===== config.mk =====
export PLATFORM = sky130hd
export DESIGN_NAME = cpo_channel
export DESIGN_NICKNAME = d
export VERILOG_FILES = /design/src/inc/cpo_pkg.sv /design/src/logic/cpo_channel.sv
export SDC_FILE = /design/constraint.sdc
export NUM_CORES = 1
export LEC_CHECK = 0
export ABC_AREA = 1
export BUFFER_PORTS_ARGS = -buffer_cell sky130_fd_sc_hd__buf_2
export CAP_MARGIN = 20
export CORE_MARGIN = 5
export CORE_UTILIZATION = 41
export DETAILED_ROUTE_END_ITERATION = 8
export SLEW_MARGIN = 10
export SYNTH_ARGS = -nofsm -noshare
export SYNTH_HDL_FRONTEND = slang
export SYNTH_SLANG_ARGS = --single-unit
export TNS_END_PERCENT = 1

===== constraint.sdc =====
create_clock -name aclk -period 2.9 [get_ports aclk]
set_clock_uncertainty 0.1 [all_clocks]
set_input_delay 0.145 -clock aclk [delete_from_list [all_inputs] [get_ports aclk]]
set_output_delay 0.145 -clock aclk [all_outputs]
set_load 0.1 [all_outputs]

===== src/inc/cpo_pkg.sv =====
// Purpose : constants for the compare and pwm output channel
// Assumes : one 25 MHz clock, registers on an 8-bit AXI4-Lite window
// Notes   : every register is one aligned word, data in bits 7:0
package cpo_pkg;
	// ------------------------------------------------------------
	// register map
	// ------------------------------------------------------------
	localparam logic [7:0] OFS_CTRL     = 8'h00; // channel_control_reg
	localparam logic [7:0] OFS_CMP_LOW  = 8'h04; // compare_value_low
	localparam logic [7:0] OFS_CMP_HIGH = 8'h08; // compare_value_high
	localparam logic [7:0] OFS_TSEL     = 8'h0c; // pwm_timer_select_reg
	localparam logic [7:0] OFS_LIMIT0   = 8'h10; // period_limit_reg, one per timer
	localparam logic [7:0] OFS_TCTL0    = 8'h20; // period_timer_control
	localparam logic [7:0] OFS_COUNT0   = 8'h30; // period_timer_8
	localparam logic [7:0] OFS_STEP     = 8'h04;
	localparam int         NUM_TIMERS   = 3;
	localparam logic [7:0] RST_BYTE     = 8'h00;

	// ------------------------------------------------------------
	// fields
	// ------------------------------------------------------------
	localparam int CTRL_EN_BIT  = 7;
	localparam int CTRL_OUT_BIT = 5;
	localparam int CTRL_FMT_BIT = 4;
	localparam int TCTL_FLAG_BIT = 7;
	localparam int TCTL_ON_BIT   = 2;
	localparam logic [3:0] MODE_OFF        = 4'h0;
	localparam logic [3:0] MODE_TOGGLE_CLR = 4'h1;
	localparam logic [3:0] MODE_TOGGLE     = 4'h2;
	localparam logic [3:0] MODE_SET        = 4'h8;
	localparam logic [3:0] MODE_CLEAR      = 4'h9;
	localparam logic [3:0] MODE_SWINT      = 4'ha;
	localparam logic [3:0] MODE_PULSE_CLR  = 4'hb;
	localparam logic [1:0] MODE_PWM_TOP    = 2'h3;
	localparam logic [1:0] TSEL_RESERVED   = 2'h3;
	localparam logic [1:0] QUARTER_LAST    = 2'h3;
	localparam logic [1:0] RESP_OKAY       = 2'h0;
	localparam logic [1:0] RESP_SLVERR     = 2'h2;
	// last prescaler count for 1:1, 1:4, 1:16, 1:64
	localparam logic [5:0] PS_LAST [4] = '{6'h00, 6'h03, 6'h0f, 6'h3f};

	typedef enum {
		ACT_NONE,
		ACT_TOGGLE,
		ACT_SET,
		ACT_CLEAR,
		ACT_PULSE,
		ACT_PWM
	} cpo_action_type;
endpackage


===== src/logic/cpo_channel.sv =====
// Purpose : one compare / pwm output channel with three 8-bit period timers
// Assumes : free_running_timer_16 comes from logic on aclk
// Notes   : capture modes are decoded but leave the output idle
`timescale 1ns/100ps

// Overview of operation
// RL1: software-interrupt compare mode signals the match only, pin never driven.
// RL2: compare runs on the system clock; stopped clock means no matching.
// RL3: pulse compare modes hold output high while timer equals compare value.
// RL4: toggle compare modes invert the output on each match.
// RL5: clear mode drives output low on match, set mode drives high.
// RL6: output is also offered internally and to the pin remap unit.
// RL7: pwm mode makes a waveform with up to ten bits of duty.
// RL8: writing zero to the control register releases the pin.
// RL9: a shared select register picks one of three timers per channel.
// RL10: software must clock the chosen period timer from quarter system clock.
// RL11: pwm period is (limit+1) times four clocks times the prescale.
// RL12: after timer equals limit: clear timer, set pin unless zero, latch duty.
// RL13: right aligned duty takes high bits 1:0 and the low byte.
// RL14: left aligned duty takes the high byte and low bits 7:6.
// RL15: duty registers are double buffered, new duty taken at period end.
// RL16: time base is timer plus two low bits from clock phase or prescaler.
// RL17: time base equal to latched duty drives the pin low.
// RL18: resolution is log2 of four times limit plus one, ten at 255.
// RL19: duty beyond the period leaves the pin level unchanged.
// RL20: no postscaler acts on the pwm period.
// RL21: software sets up pin, timer, limit, mode, duty, then starts timer.
// RL22: mode top bits both one select pwm; all-zero mode resets channel.
// RL23: timer code 00, 01, 10 pick timers one to three; 11 reserved.
// RL24: control holds enable bit 7, output bit 5, alignment 4, mode 3:0.
module cpo_channel (
	input  wire logic        aclk,
	input  wire logic        aresetn,
	input  wire logic [7:0]  awaddr,
	input  wire logic        awvalid,
	output logic             awready,
	input  wire logic [31:0] wdata,
	input  wire logic [3:0]  wstrb,
	input  wire logic        wvalid,
	output logic             wready,
	output logic [1:0]       bresp,
	output logic             bvalid,
	input  wire logic        bready,
	input  wire logic [7:0]  araddr,
	input  wire logic        arvalid,
	output logic             arready,
	output logic [31:0]      rdata,
	output logic [1:0]       rresp,
	output logic             rvalid,
	input  wire logic        rready,
	input  wire logic [15:0] free_running_timer_16,
	output logic             channel_out,
	output logic             pin_out,
	output logic             pin_oe,
	output logic             match_event,
	output logic             clear_timer_request,
	output logic [2:0]       period_timer_flag
);
	// ------------------------------------------------------------
	// storage
	// ------------------------------------------------------------
	logic        ctrl_en;
	logic        duty_alignment_select;
	logic [3:0]  mode;
	logic [7:0]  compare_value_low;
	logic [7:0]  compare_value_high;
	logic [7:0]  pwm_timer_select_reg;
	logic        out_level;
	logic        match_q;
	logic [9:0]  duty_latch;
	logic [1:0]  quarter;
	logic [7:0]  period_limit_reg [3];
	logic [7:0]  period_timer_8 [3];
	logic [1:0]  timer_prescale_field [3];
	logic [2:0]  timer_on;
	logic [2:0]  wrap;
	logic [9:0]  time_base [3];

	// ------------------------------------------------------------
	// AXI4-Lite slave
	// ------------------------------------------------------------
	logic        aw_held;
	logic        w_held;
	logic [7:0]  aw_addr_q;
	logic [7:0]  w_data_q;
	logic        w_lane0;
	logic        wr_go;
	logic        wr_en;
	logic [7:0]  rd_value;
	logic        rd_hit;

	function automatic logic addr_hit(input logic [7:0] a);
		logic hit;
		hit = (a == cpo_pkg::OFS_CTRL) || (a == cpo_pkg::OFS_CMP_LOW)
			|| (a == cpo_pkg::OFS_CMP_HIGH) || (a == cpo_pkg::OFS_TSEL);
		for (int i = 0; i < cpo_pkg::NUM_TIMERS; i++) begin
			if (a == cpo_pkg::OFS_LIMIT0 + cpo_pkg::OFS_STEP * 8'(i)
				|| a == cpo_pkg::OFS_TCTL0 + cpo_pkg::OFS_STEP * 8'(i)
				|| a == cpo_pkg::OFS_COUNT0 + cpo_pkg::OFS_STEP * 8'(i)) begin
				hit = 1'b1;
			end
		end
		return hit;
	endfunction

	// address and data are taken independently, answered when both are in
	assign awready = !aw_held && !bvalid;
	assign wready  = !w_held && !bvalid;
	assign arready = !rvalid;
	assign wr_go   = aw_held && w_held;
	assign wr_en   = wr_go && w_lane0 && addr_hit(aw_addr_q);

	always_ff @(posedge aclk) begin
		if (!aresetn) begin
			aw_held   <= 1'b0;
			w_held    <= 1'b0;
			aw_addr_q <= cpo_pkg::RST_BYTE;
			w_data_q  <= cpo_pkg::RST_BYTE;
			w_lane0   <= 1'b0;
		end else if (wr_go) begin
			aw_held <= 1'b0;
			w_held  <= 1'b0;
		end else begin
			if (awvalid && awready) begin
				aw_held   <= 1'b1;
				aw_addr_q <= awaddr;
			end
			if (wvalid && wready) begin
				w_held   <= 1'b1;
				w_data_q <= wdata[7:0];
				w_lane0  <= wstrb[0];
			end
		end
	end

	// write answer, unmapped addresses get slverr
	always_ff @(posedge aclk) begin
		if (!aresetn) begin
			bvalid <= 1'b0;
			bresp  <= cpo_pkg::RESP_OKAY;
		end else if (wr_go) begin
			bvalid <= 1'b1;
			bresp  <= addr_hit(aw_addr_q) ? cpo_pkg::RESP_OKAY : cpo_pkg::RESP_SLVERR;
		end else if (bready) begin
			bvalid <= 1'b0;
		end
	end

	// read mux; bit 6 of control reads zero
	always_comb begin
		rd_value = cpo_pkg::RST_BYTE;
		rd_hit   = addr_hit(araddr);
		if (araddr == cpo_pkg::OFS_CTRL) begin
			rd_value = {ctrl_en, 1'b0, out_level, duty_alignment_select, mode}; // RL24
		end else if (araddr == cpo_pkg::OFS_CMP_LOW) begin
			rd_value = compare_value_low;
		end else if (araddr == cpo_pkg::OFS_CMP_HIGH) begin
			rd_value = compare_value_high;
		end else if (araddr == cpo_pkg::OFS_TSEL) begin
			rd_value = pwm_timer_select_reg;
		end else begin
			for (int i = 0; i < cpo_pkg::NUM_TIMERS; i++) begin
				if (araddr == cpo_pkg::OFS_LIMIT0 + cpo_pkg::OFS_STEP * 8'(i)) begin
					rd_value = period_limit_reg[i];
				end else if (araddr == cpo_pkg::OFS_TCTL0 + cpo_pkg::OFS_STEP * 8'(i)) begin
					rd_value = {period_timer_flag[i], 4'h0, timer_on[i],
						timer_prescale_field[i]};
				end else if (araddr == cpo_pkg::OFS_COUNT0 + cpo_pkg::OFS_STEP * 8'(i)) begin
					rd_value = period_timer_8[i];
				end
			end
		end
	end

	always_ff @(posedge aclk) begin
		if (!aresetn) begin
			rvalid <= 1'b0;
			rdata  <= 32'h0000_0000;
			rresp  <= cpo_pkg::RESP_OKAY;
		end else if (arvalid && arready) begin
			rvalid <= 1'b1;
			rdata  <= {24'h00_0000, rd_value};
			rresp  <= rd_hit ? cpo_pkg::RESP_OKAY : cpo_pkg::RESP_SLVERR;
		end else if (rready) begin
			rvalid <= 1'b0;
		end
	end

	// ------------------------------------------------------------
	// channel registers
	// ------------------------------------------------------------
	logic ctrl_wr;
	assign ctrl_wr = wr_en && aw_addr_q == cpo_pkg::OFS_CTRL;

	always_ff @(posedge aclk) begin
		if (!aresetn) begin
			ctrl_en               <= 1'b0;
			duty_alignment_select <= 1'b0;
			mode                  <= cpo_pkg::MODE_OFF;
			compare_value_low     <= cpo_pkg::RST_BYTE;
			compare_value_high    <= cpo_pkg::RST_BYTE;
			pwm_timer_select_reg  <= cpo_pkg::RST_BYTE;
		end else if (wr_en) begin
			if (aw_addr_q == cpo_pkg::OFS_CTRL) begin
				ctrl_en               <= w_data_q[cpo_pkg::CTRL_EN_BIT];
				duty_alignment_select <= w_data_q[cpo_pkg::CTRL_FMT_BIT];
				mode                  <= w_data_q[3:0];
			end else if (aw_addr_q == cpo_pkg::OFS_CMP_LOW) begin
				compare_value_low <= w_data_q; // RL15
			end else if (aw_addr_q == cpo_pkg::OFS_CMP_HIGH) begin
				compare_value_high <= w_data_q; // RL15
			end else if (aw_addr_q == cpo_pkg::OFS_TSEL) begin
				pwm_timer_select_reg <= w_data_q; // RL9
			end
		end
	end

	// ------------------------------------------------------------
	// period timers, clocked from the quarter-rate instruction phase
	// ------------------------------------------------------------
	// quarter-rate phase; software must pick this source for pwm use
	always_ff @(posedge aclk) begin
		if (!aresetn) begin
			quarter <= 2'h0;
		end else begin
			quarter <= quarter + 2'h1; // RL10
		end
	end

	for (genvar t = 0; t < cpo_pkg::NUM_TIMERS; t++) begin : g_timer
		logic [7:0] ofs_limit;
		logic [7:0] ofs_tctl;
		logic [7:0] ofs_count;
		logic [5:0] pre;
		logic [1:0] low2;
		logic       inc;

		assign ofs_limit = cpo_pkg::OFS_LIMIT0 + cpo_pkg::OFS_STEP * 8'(t);
		assign ofs_tctl  = cpo_pkg::OFS_TCTL0 + cpo_pkg::OFS_STEP * 8'(t);
		assign ofs_count = cpo_pkg::OFS_COUNT0 + cpo_pkg::OFS_STEP * 8'(t);
		assign inc = timer_on[t] && quarter == cpo_pkg::QUARTER_LAST
			&& pre == cpo_pkg::PS_LAST[timer_prescale_field[t]]; // RL11
		// no postscaler here: the period is limit and prescale alone
		assign wrap[t] = inc && period_timer_8[t] == period_limit_reg[t]; // RL20

		// two extra low bits: clock phase at 1:1, else prescaler bits
		always_comb begin
			case (timer_prescale_field[t])
				2'h0:    low2 = quarter; // RL16
				2'h1:    low2 = pre[1:0];
				2'h2:    low2 = pre[3:2];
				default: low2 = pre[5:4];
			endcase
		end
		assign time_base[t] = {period_timer_8[t], low2}; // RL16

		// limit, prescale and enable
		always_ff @(posedge aclk) begin
			if (!aresetn) begin
				period_limit_reg[t]     <= cpo_pkg::RST_BYTE;
				timer_prescale_field[t] <= 2'h0;
				timer_on[t]             <= 1'b0;
			end else if (wr_en && aw_addr_q == ofs_limit) begin
				period_limit_reg[t] <= w_data_q;
			end else if (wr_en && aw_addr_q == ofs_tctl) begin
				timer_prescale_field[t] <= w_data_q[1:0];
				timer_on[t]             <= w_data_q[cpo_pkg::TCTL_ON_BIT];
			end
		end

		// count and prescaler; a write to the count restarts the prescaler
		always_ff @(posedge aclk) begin
			if (!aresetn || !timer_on[t]) begin
				pre <= 6'h00;
				if (!aresetn) begin
					period_timer_8[t] <= cpo_pkg::RST_BYTE;
				end
			end else if (wr_en && aw_addr_q == ofs_count) begin
				pre               <= 6'h00;
				period_timer_8[t] <= w_data_q;
			end else if (quarter == cpo_pkg::QUARTER_LAST) begin
				if (inc) begin
					pre <= 6'h00;
					if (wrap[t]) begin
						period_timer_8[t] <= cpo_pkg::RST_BYTE; // RL12
					end else begin
						period_timer_8[t] <= period_timer_8[t] + 8'h01;
					end
				end else begin
					pre <= pre + 6'h01;
				end
			end
		end

		// period flag: write one clears, a wrap in the same cycle wins
		always_ff @(posedge aclk) begin
			if (!aresetn) begin
				period_timer_flag[t] <= 1'b0;
			end else if (wrap[t]) begin
				period_timer_flag[t] <= 1'b1;
			end else if (wr_en && aw_addr_q == ofs_tctl
				&& w_data_q[cpo_pkg::TCTL_FLAG_BIT]) begin
				period_timer_flag[t] <= 1'b0;
			end
		end

		a_timer_wrap_clear: assert property (@(posedge aclk) disable iff (!aresetn)
			wrap[t] && !wr_en |=> period_timer_8[t] == 8'h00 && period_timer_flag[t]) // RL12
			else $error("period timer did not clear and flag on wrap");
	end

	// ------------------------------------------------------------
	// mode decode and timer selection
	// ------------------------------------------------------------
	cpo_pkg::cpo_action_type act;
	logic       compare_match;
	logic       match_rise;
	logic [1:0] tsel;
	logic       sel_wrap;
	logic [9:0] sel_tb;
	logic [9:0] duty_value;

	// compare needs aclk running; with the clock stopped nothing matches
	assign compare_match = free_running_timer_16 == {compare_value_high, compare_value_low}; // RL2
	assign match_rise    = compare_match && !match_q;
	assign tsel          = pwm_timer_select_reg[1:0];

	always_comb begin
		act = cpo_pkg::ACT_NONE;
		if (!ctrl_en) begin
			act = cpo_pkg::ACT_NONE;
		end else if (mode[3:2] == cpo_pkg::MODE_PWM_TOP) begin
			act = cpo_pkg::ACT_PWM; // RL22
		end else begin
			case (mode)
				cpo_pkg::MODE_TOGGLE_CLR: act = cpo_pkg::ACT_TOGGLE;
				cpo_pkg::MODE_TOGGLE:     act = cpo_pkg::ACT_TOGGLE;
				cpo_pkg::MODE_SET:        act = cpo_pkg::ACT_SET;
				cpo_pkg::MODE_CLEAR:      act = cpo_pkg::ACT_CLEAR;
				cpo_pkg::MODE_SWINT:      act = cpo_pkg::ACT_PULSE;
				cpo_pkg::MODE_PULSE_CLR:  act = cpo_pkg::ACT_PULSE;
				default:                  act = cpo_pkg::ACT_NONE;
			endcase
		end
	end

	// code 11 is reserved and gives no time base at all
	always_comb begin
		case (tsel)
			2'h0: begin
				sel_wrap = wrap[0]; // RL23
				sel_tb   = time_base[0];
			end
			2'h1: begin
				sel_wrap = wrap[1];
				sel_tb   = time_base[1];
			end
			2'h2: begin
				sel_wrap = wrap[2];
				sel_tb   = time_base[2];
			end
			default: begin
				sel_wrap = 1'b0;
				sel_tb   = 10'h000;
			end
		endcase
	end

	// duty assembly from the two compare bytes
	always_comb begin
		if (duty_alignment_select) begin
			duty_value = {compare_value_high, compare_value_low[7:6]}; // RL14
		end else begin
			duty_value = {compare_value_high[1:0], compare_value_low}; // RL13
		end
	end

	// ------------------------------------------------------------
	// output level
	// ------------------------------------------------------------
	// edge of the match so a stalled timer does not retrigger the action
	always_ff @(posedge aclk) begin
		if (!aresetn) begin
			match_q <= 1'b0;
		end else begin
			match_q <= compare_match;
		end
	end

	// duty buffer: loaded only at the period end
	always_ff @(posedge aclk) begin
		if (!aresetn || mode == cpo_pkg::MODE_OFF) begin
			duty_latch <= 10'h000;
		end else if (act == cpo_pkg::ACT_PWM && sel_wrap) begin
			duty_latch <= duty_value; // RL15
		end
	end

	always_ff @(posedge aclk) begin
		if (!aresetn) begin
			out_level <= 1'b0;
		end else begin
			case (act)
				cpo_pkg::ACT_TOGGLE: if (match_rise) begin
					out_level <= !out_level; // RL4
				end
				cpo_pkg::ACT_SET: if (match_rise) begin
					out_level <= 1'b1; // RL5
				end
				cpo_pkg::ACT_CLEAR: if (match_rise) begin
					out_level <= 1'b0; // RL5
				end
				cpo_pkg::ACT_PULSE: out_level <= compare_match; // RL3
				cpo_pkg::ACT_PWM: begin
					// a duty past the period never matches, so the level holds;
					// the reserved timer code has no time base and parks the output low
					if (tsel == cpo_pkg::TSEL_RESERVED) begin
						out_level <= 1'b0; // RL23
					end else if (sel_wrap) begin
						out_level <= duty_value != 10'h000; // RL12 RL7 RL18
					end else if (sel_tb == duty_latch) begin
						out_level <= 1'b0; // RL17 RL19
					end
				end
				default: out_level <= 1'b0; // RL22
			endcase
		end
	end

	// match pulse and timer-clear request for the free-running timer
	always_ff @(posedge aclk) begin
		if (!aresetn) begin
			match_event         <= 1'b0;
			clear_timer_request <= 1'b0;
		end else begin
			match_event <= match_rise && act != cpo_pkg::ACT_NONE
				&& act != cpo_pkg::ACT_PWM; // RL1
			clear_timer_request <= match_rise && ctrl_en
				&& (mode == cpo_pkg::MODE_TOGGLE_CLR || mode == cpo_pkg::MODE_PULSE_CLR);
		end
	end

	// internal copy feeds converter, timers, window and logic cells
	assign channel_out = out_level; // RL6
	assign pin_out     = out_level;
	assign pin_oe      = act != cpo_pkg::ACT_NONE && mode != cpo_pkg::MODE_SWINT; // RL1 RL8

	// ------------------------------------------------------------
	// checks
	// ------------------------------------------------------------
	a_swint_no_drive: assert property (@(posedge aclk) disable iff (!aresetn) // RL1
		mode == cpo_pkg::MODE_SWINT |-> !pin_oe)
		else $error("pin driven in software interrupt mode");
	a_pulse_on_match: assert property (@(posedge aclk) disable iff (!aresetn) // RL3
		act == cpo_pkg::ACT_PULSE && !ctrl_wr |=> channel_out == $past(compare_match))
		else $error("pulse output does not follow the match");
	a_toggle_inverts: assert property (@(posedge aclk) disable iff (!aresetn) // RL4
		act == cpo_pkg::ACT_TOGGLE && match_rise && !ctrl_wr |=> channel_out != $past(channel_out))
		else $error("toggle mode did not invert on match");
	a_clear_set_match: assert property (@(posedge aclk) disable iff (!aresetn) // RL5
		match_rise && !ctrl_wr && (act == cpo_pkg::ACT_SET || act == cpo_pkg::ACT_CLEAR)
		|=> channel_out == ($past(mode) == cpo_pkg::MODE_SET))
		else $error("set or clear on match went wrong");
	a_off_release: assert property (@(posedge aclk) disable iff (!aresetn) // RL8
		ctrl_wr && w_data_q == 8'h00 |=> !pin_oe ##1 !channel_out)
		else $error("cleared control did not release the pin");
	a_period_latch: assert property (@(posedge aclk) disable iff (!aresetn) // RL15
		act == cpo_pkg::ACT_PWM && sel_wrap && !ctrl_wr
		|=> duty_latch == $past(duty_value) && channel_out == ($past(duty_value) != 10'h000))
		else $error("duty not latched or pin not set at period end");
	a_duty_clear: assert property (@(posedge aclk) disable iff (!aresetn) // RL17
		act == cpo_pkg::ACT_PWM && !sel_wrap && sel_tb == duty_latch && !ctrl_wr
		|=> !channel_out)
		else $error("pin not cleared at duty match");
	a_duty_hold: assert property (@(posedge aclk) disable iff (!aresetn) // RL15
		act == cpo_pkg::ACT_PWM && !sel_wrap && !ctrl_wr |=> $stable(duty_latch))
		else $error("duty latch changed inside a period");
endmodule


==> results.json <==
{
  "async_flop_share_pct": 0,
  "vias_per_cell": 5.22,
  "die_w_microns": 158,
  "cp_top_family": "simple AND/OR/NAND/NOR gates",
  "setup_violations": 0,
  "crit_path_end_kind": "register",
  "vias": 8506,
  "cts_tree": "built",
  "grt_start_max_net_pins": 65,
  "io_pins": 124,
  "comb_power_share_pct": 12.5,
  "drtIter0Drc": 920,
  "grt_use_total_pct": 22.7,
  "max_stage_delay_ns": 0.64,
  "gr-total-overflow": 0,
  "drv_cap": 0,
  "run_status": "finished clean",
  "path_class": "register to register",
  "ys_top_cells_by_area": "dfxtp_1 (23%), edfxtp_1 (18%), nand2_1 (10%), nor2_1 (6.8%), a21oi_1 (5.6%)",
  "crit_chain": "inv_1, nand3_2, or2_1, clkinv_1, nor2_1, nand3_4, nand2_4, inv_4, nand2_1, nand2_1, o211ai_1",
  "intPower_mw": 3.63,
  "cpMaxStageDelayCell": "o211ai_1",
  "routed_wl_microns": 28100,
  "grt_pass1_vias": 7904,
  "drt_pre_antenna_iters": 5,
  "antennaDiodeCount": 0,
  "cts-root-buf": "clkbuf_16",
  "coreArea_sq_um": 21700,
  "gr-usage-met3_pct": 3.17,
  "drc_errors": 0,
  "die-height_microns": 158,
  "p_switching_mw": 1.67,
  "port_buffers": 70,
  "tightest_slew_ns": 0.822,
  "post_cts_resized": 0,
  "use_met1_pct": 32.2,
  "ys_types": 45,
  "synth_edf_count": 54,
  "path_buf_inv": 3,
  "nNetsFinal": 1419,
  "wl_per_cell_microns": 17.2,
  "seqPwrFrac_pct": 45.1,
  "slew_headroom_pct": 45.0,
  "rsz0062_at_grt": "false",
  "start_util_pct": 41.4,
  "crit_top_cell": "nand2_1",
  "p_clk_share_pct": 42.4,
  "die-area_sq_um": 25000,
  "ys_top_cells_by_count": "nand2_1 (246), nor2_1 (162), inv_1 (128)",
  "placed_area_sq_um": 9610,
  "synth_area_sq_um": 8980,
  "leakage_nw": 4.30,
  "syn2layout_area_growth_pct": 15.8,
  "ys_ff_latch": 155,
  "finalCriticalPeriod_ns": 2.67,
  "ys_seq_area_share_pct": 40.6,
  "cts_buffer_depth": 2,
  "path_max_fanout": 8,
  "crit_required_ns": 2.87,
  "clk_pin_slew_worst_paths_ns": 0.08,
  "cts_htree_levels": 4,
  "antenna_found_initial": 0,
  "vdd.ir_drop.worst_v": 0.000334,
  "netlist.area_leader.share_pct": 22.5,
  "busiest_layer": "met2",
  "grt_pass1_wl_microns": 43500,
  "met2_usage_pct": 35.5,
  "place_congestion": 0.998,
  "dp_hpwl_microns": 21700,
  "switching_share_pct": 31.6,
  "hold_path.class": "input port to register",
  "worst_setup_path_start_kind": "register",
  "yosys.area.top_type": "dfxtp_1",
  "fin_tns_setup_ns": 0,
  "clk_latency_ns": 0.45,
  "drtAntennaViolNets": 0,
  "maxSlewViolCount": 0,
  "row_count": 54,
  "syn_avg_cell_area_sq_um": 7.26,
  "final_cell_area_sq_um": 10400,
  "ys_warn_count": 0,
  "finalCritPeriodShare_pct": 92.0,
  "cts_buffers": 17,
  "cp.arrival_ns": 2.64,
  "clock_sinks": 155,
  "powerDensity_nw_per_um2": 510,
  "final-hold-violation-count": 0,
  "yosys_most_used_dff": "dfxtp_1",
  "yosysMostFrequentCell": "nand2_1",
  "fmax_mhz": 375,
  "layout-drive-gt1-share_pct": 12.2,
  "syn_inst": 1238
}
-- power by group through the flow --
stage | registers [mW] | clock network, mW | logic, mW
floorplan | 2.43 | 0 | 0.483
finish | 2.39 | 2.25 | 0.665
CTS | 2.39 | 2.26 | 0.663
global route | 2.40 | 2.35 | 0.715
global placement | 2.44 | 0 | 0.638
detailed placement | 2.44 | 0 | 0.641
-- placed cells by master, fill, tap and decap left out, types with 4 or more instances in the layout --
cell type / netlist / final
a21oi_1: 101 / 101
buf_2: 6 / 70
buf_4: 28 / 27
clkbuf_16: 0 / 17
clkinv_1: 5 / 5
conb_1: 1 / 26
dfxtp_1: 101 / 101
dlygate4sd3_1: 0 / 20
edfxtp_1: 54 / 54
ha_1: 7 / 7
inv_1: 128 / 128
inv_2: 5 / 5
inv_6: 0 / 4
inv_8: 0 / 7
nand2_1: 246 / 246
nand2_2: 6 / 6
nand3_1: 81 / 81
nand3_2: 4 / 4
nand4_1: 32 / 32
nor2_1: 162 / 161
nor2_2: 5 / 6
nor3_1: 21 / 21
o21ai_0: 90 / 90
o21ai_1: 8 / 8
o22ai_1: 19 / 19
or2_2: 4 / 4
xnor2_1: 30 / 30
xor2_1: 36 / 36
-- metal layers --
layer	vias to the layer above	routed length (microns)
met5	-	0
met4	0	681
met3	47	1820
met2	301	12900
met1	3915	12700
li1	4243	-
-- worst reg2reg max path: stages, from the launching register on --
cell and delay, ns:
dfxtp_1 0.34, inv_1 0.09, nand3_2 0.14, or2_1 0.14, clkinv_1 0.07, nor2_1 0.18
nand3_4 0.14, nand2_4 0.12, inv_4 0.05, nand2_1 0.14, nand2_1 0.14, o211ai_1 0.64
-- stage by stage --
step / hold slack [ns] / worst slack, ns / power [mW] / util (%) / instances
3_3_place_gp: 0.294 / 0.302 / 3.08 / 44.3 / 1578
5_1_grt: 0.165 / 0.0519 / 5.47 / 48.0 / 1630
2_1_floorplan: 0.204 / -0.113 / 2.92 / - / 1263
3_5_place_dp: 0.302 / 0.252 / 3.08 / 44.3 / 1578
6_report: 0.134 / 0.233 / 5.31 / 48.0 / 1630
4_1_cts: 0.117 / 0.244 / 5.32 / 48.0 / 1630
-- layout make-up --
| cell class | count | area [sq um] |
|---|---|---|
| Fill cell | 2189 | 11300 |
| Multi-Input combinational cell | 907 | 4540 |
| Sequential cell | 155 | 3640 |
| Timing Repair Buffer | 117 | 753 |
| Inverter | 139 | 524 |
| Clock buffer | 17 | 425 |
| Tap cell | 280 | 350 |
| Clock inverter | 15 | 163 |
-- path summary, 6_finish.rpt --
check | cells after the start | to | slack [ns] | startpoint
hold reg to reg | 2 | pwm_timer_select_reg[4] | 0.36 | pwm_timer_select_reg[4]
hold / removal | 6 | match_q | 0.13 | free_running_timer_16[2]
setup reg to reg | 11 | period_timer_8[1][1] | 0.23 | aw_addr_q[3]
setup / recovery | 11 | period_timer_8[1][1] | 0.23 | aw_addr_q[3]
-- cells by family (layout without fill, tap and decap cells) --
logic type      count (synthesis)  in the layout  synth area share (%)
flops                         155            155                  40.6
fa+ha+maj                       7              7                 0.975
xor+xnor                       66             66                  6.44
buf+inv                       201            288                  9.93
simple gates                  575            575                  28.2
compound gates                233            233                  13.9
other cells                     1             26                0.0417
-- what timing repair did --
action / 4_1_cts / 5_1_grt
endpoints found under the setup margin: 0 / 0
setup buffers: 0 / 0
endpoints found under the hold margin: 20 / 0
hold buffers: 20 / 0
Note: power is estimated with default switching activity, not from simulation.
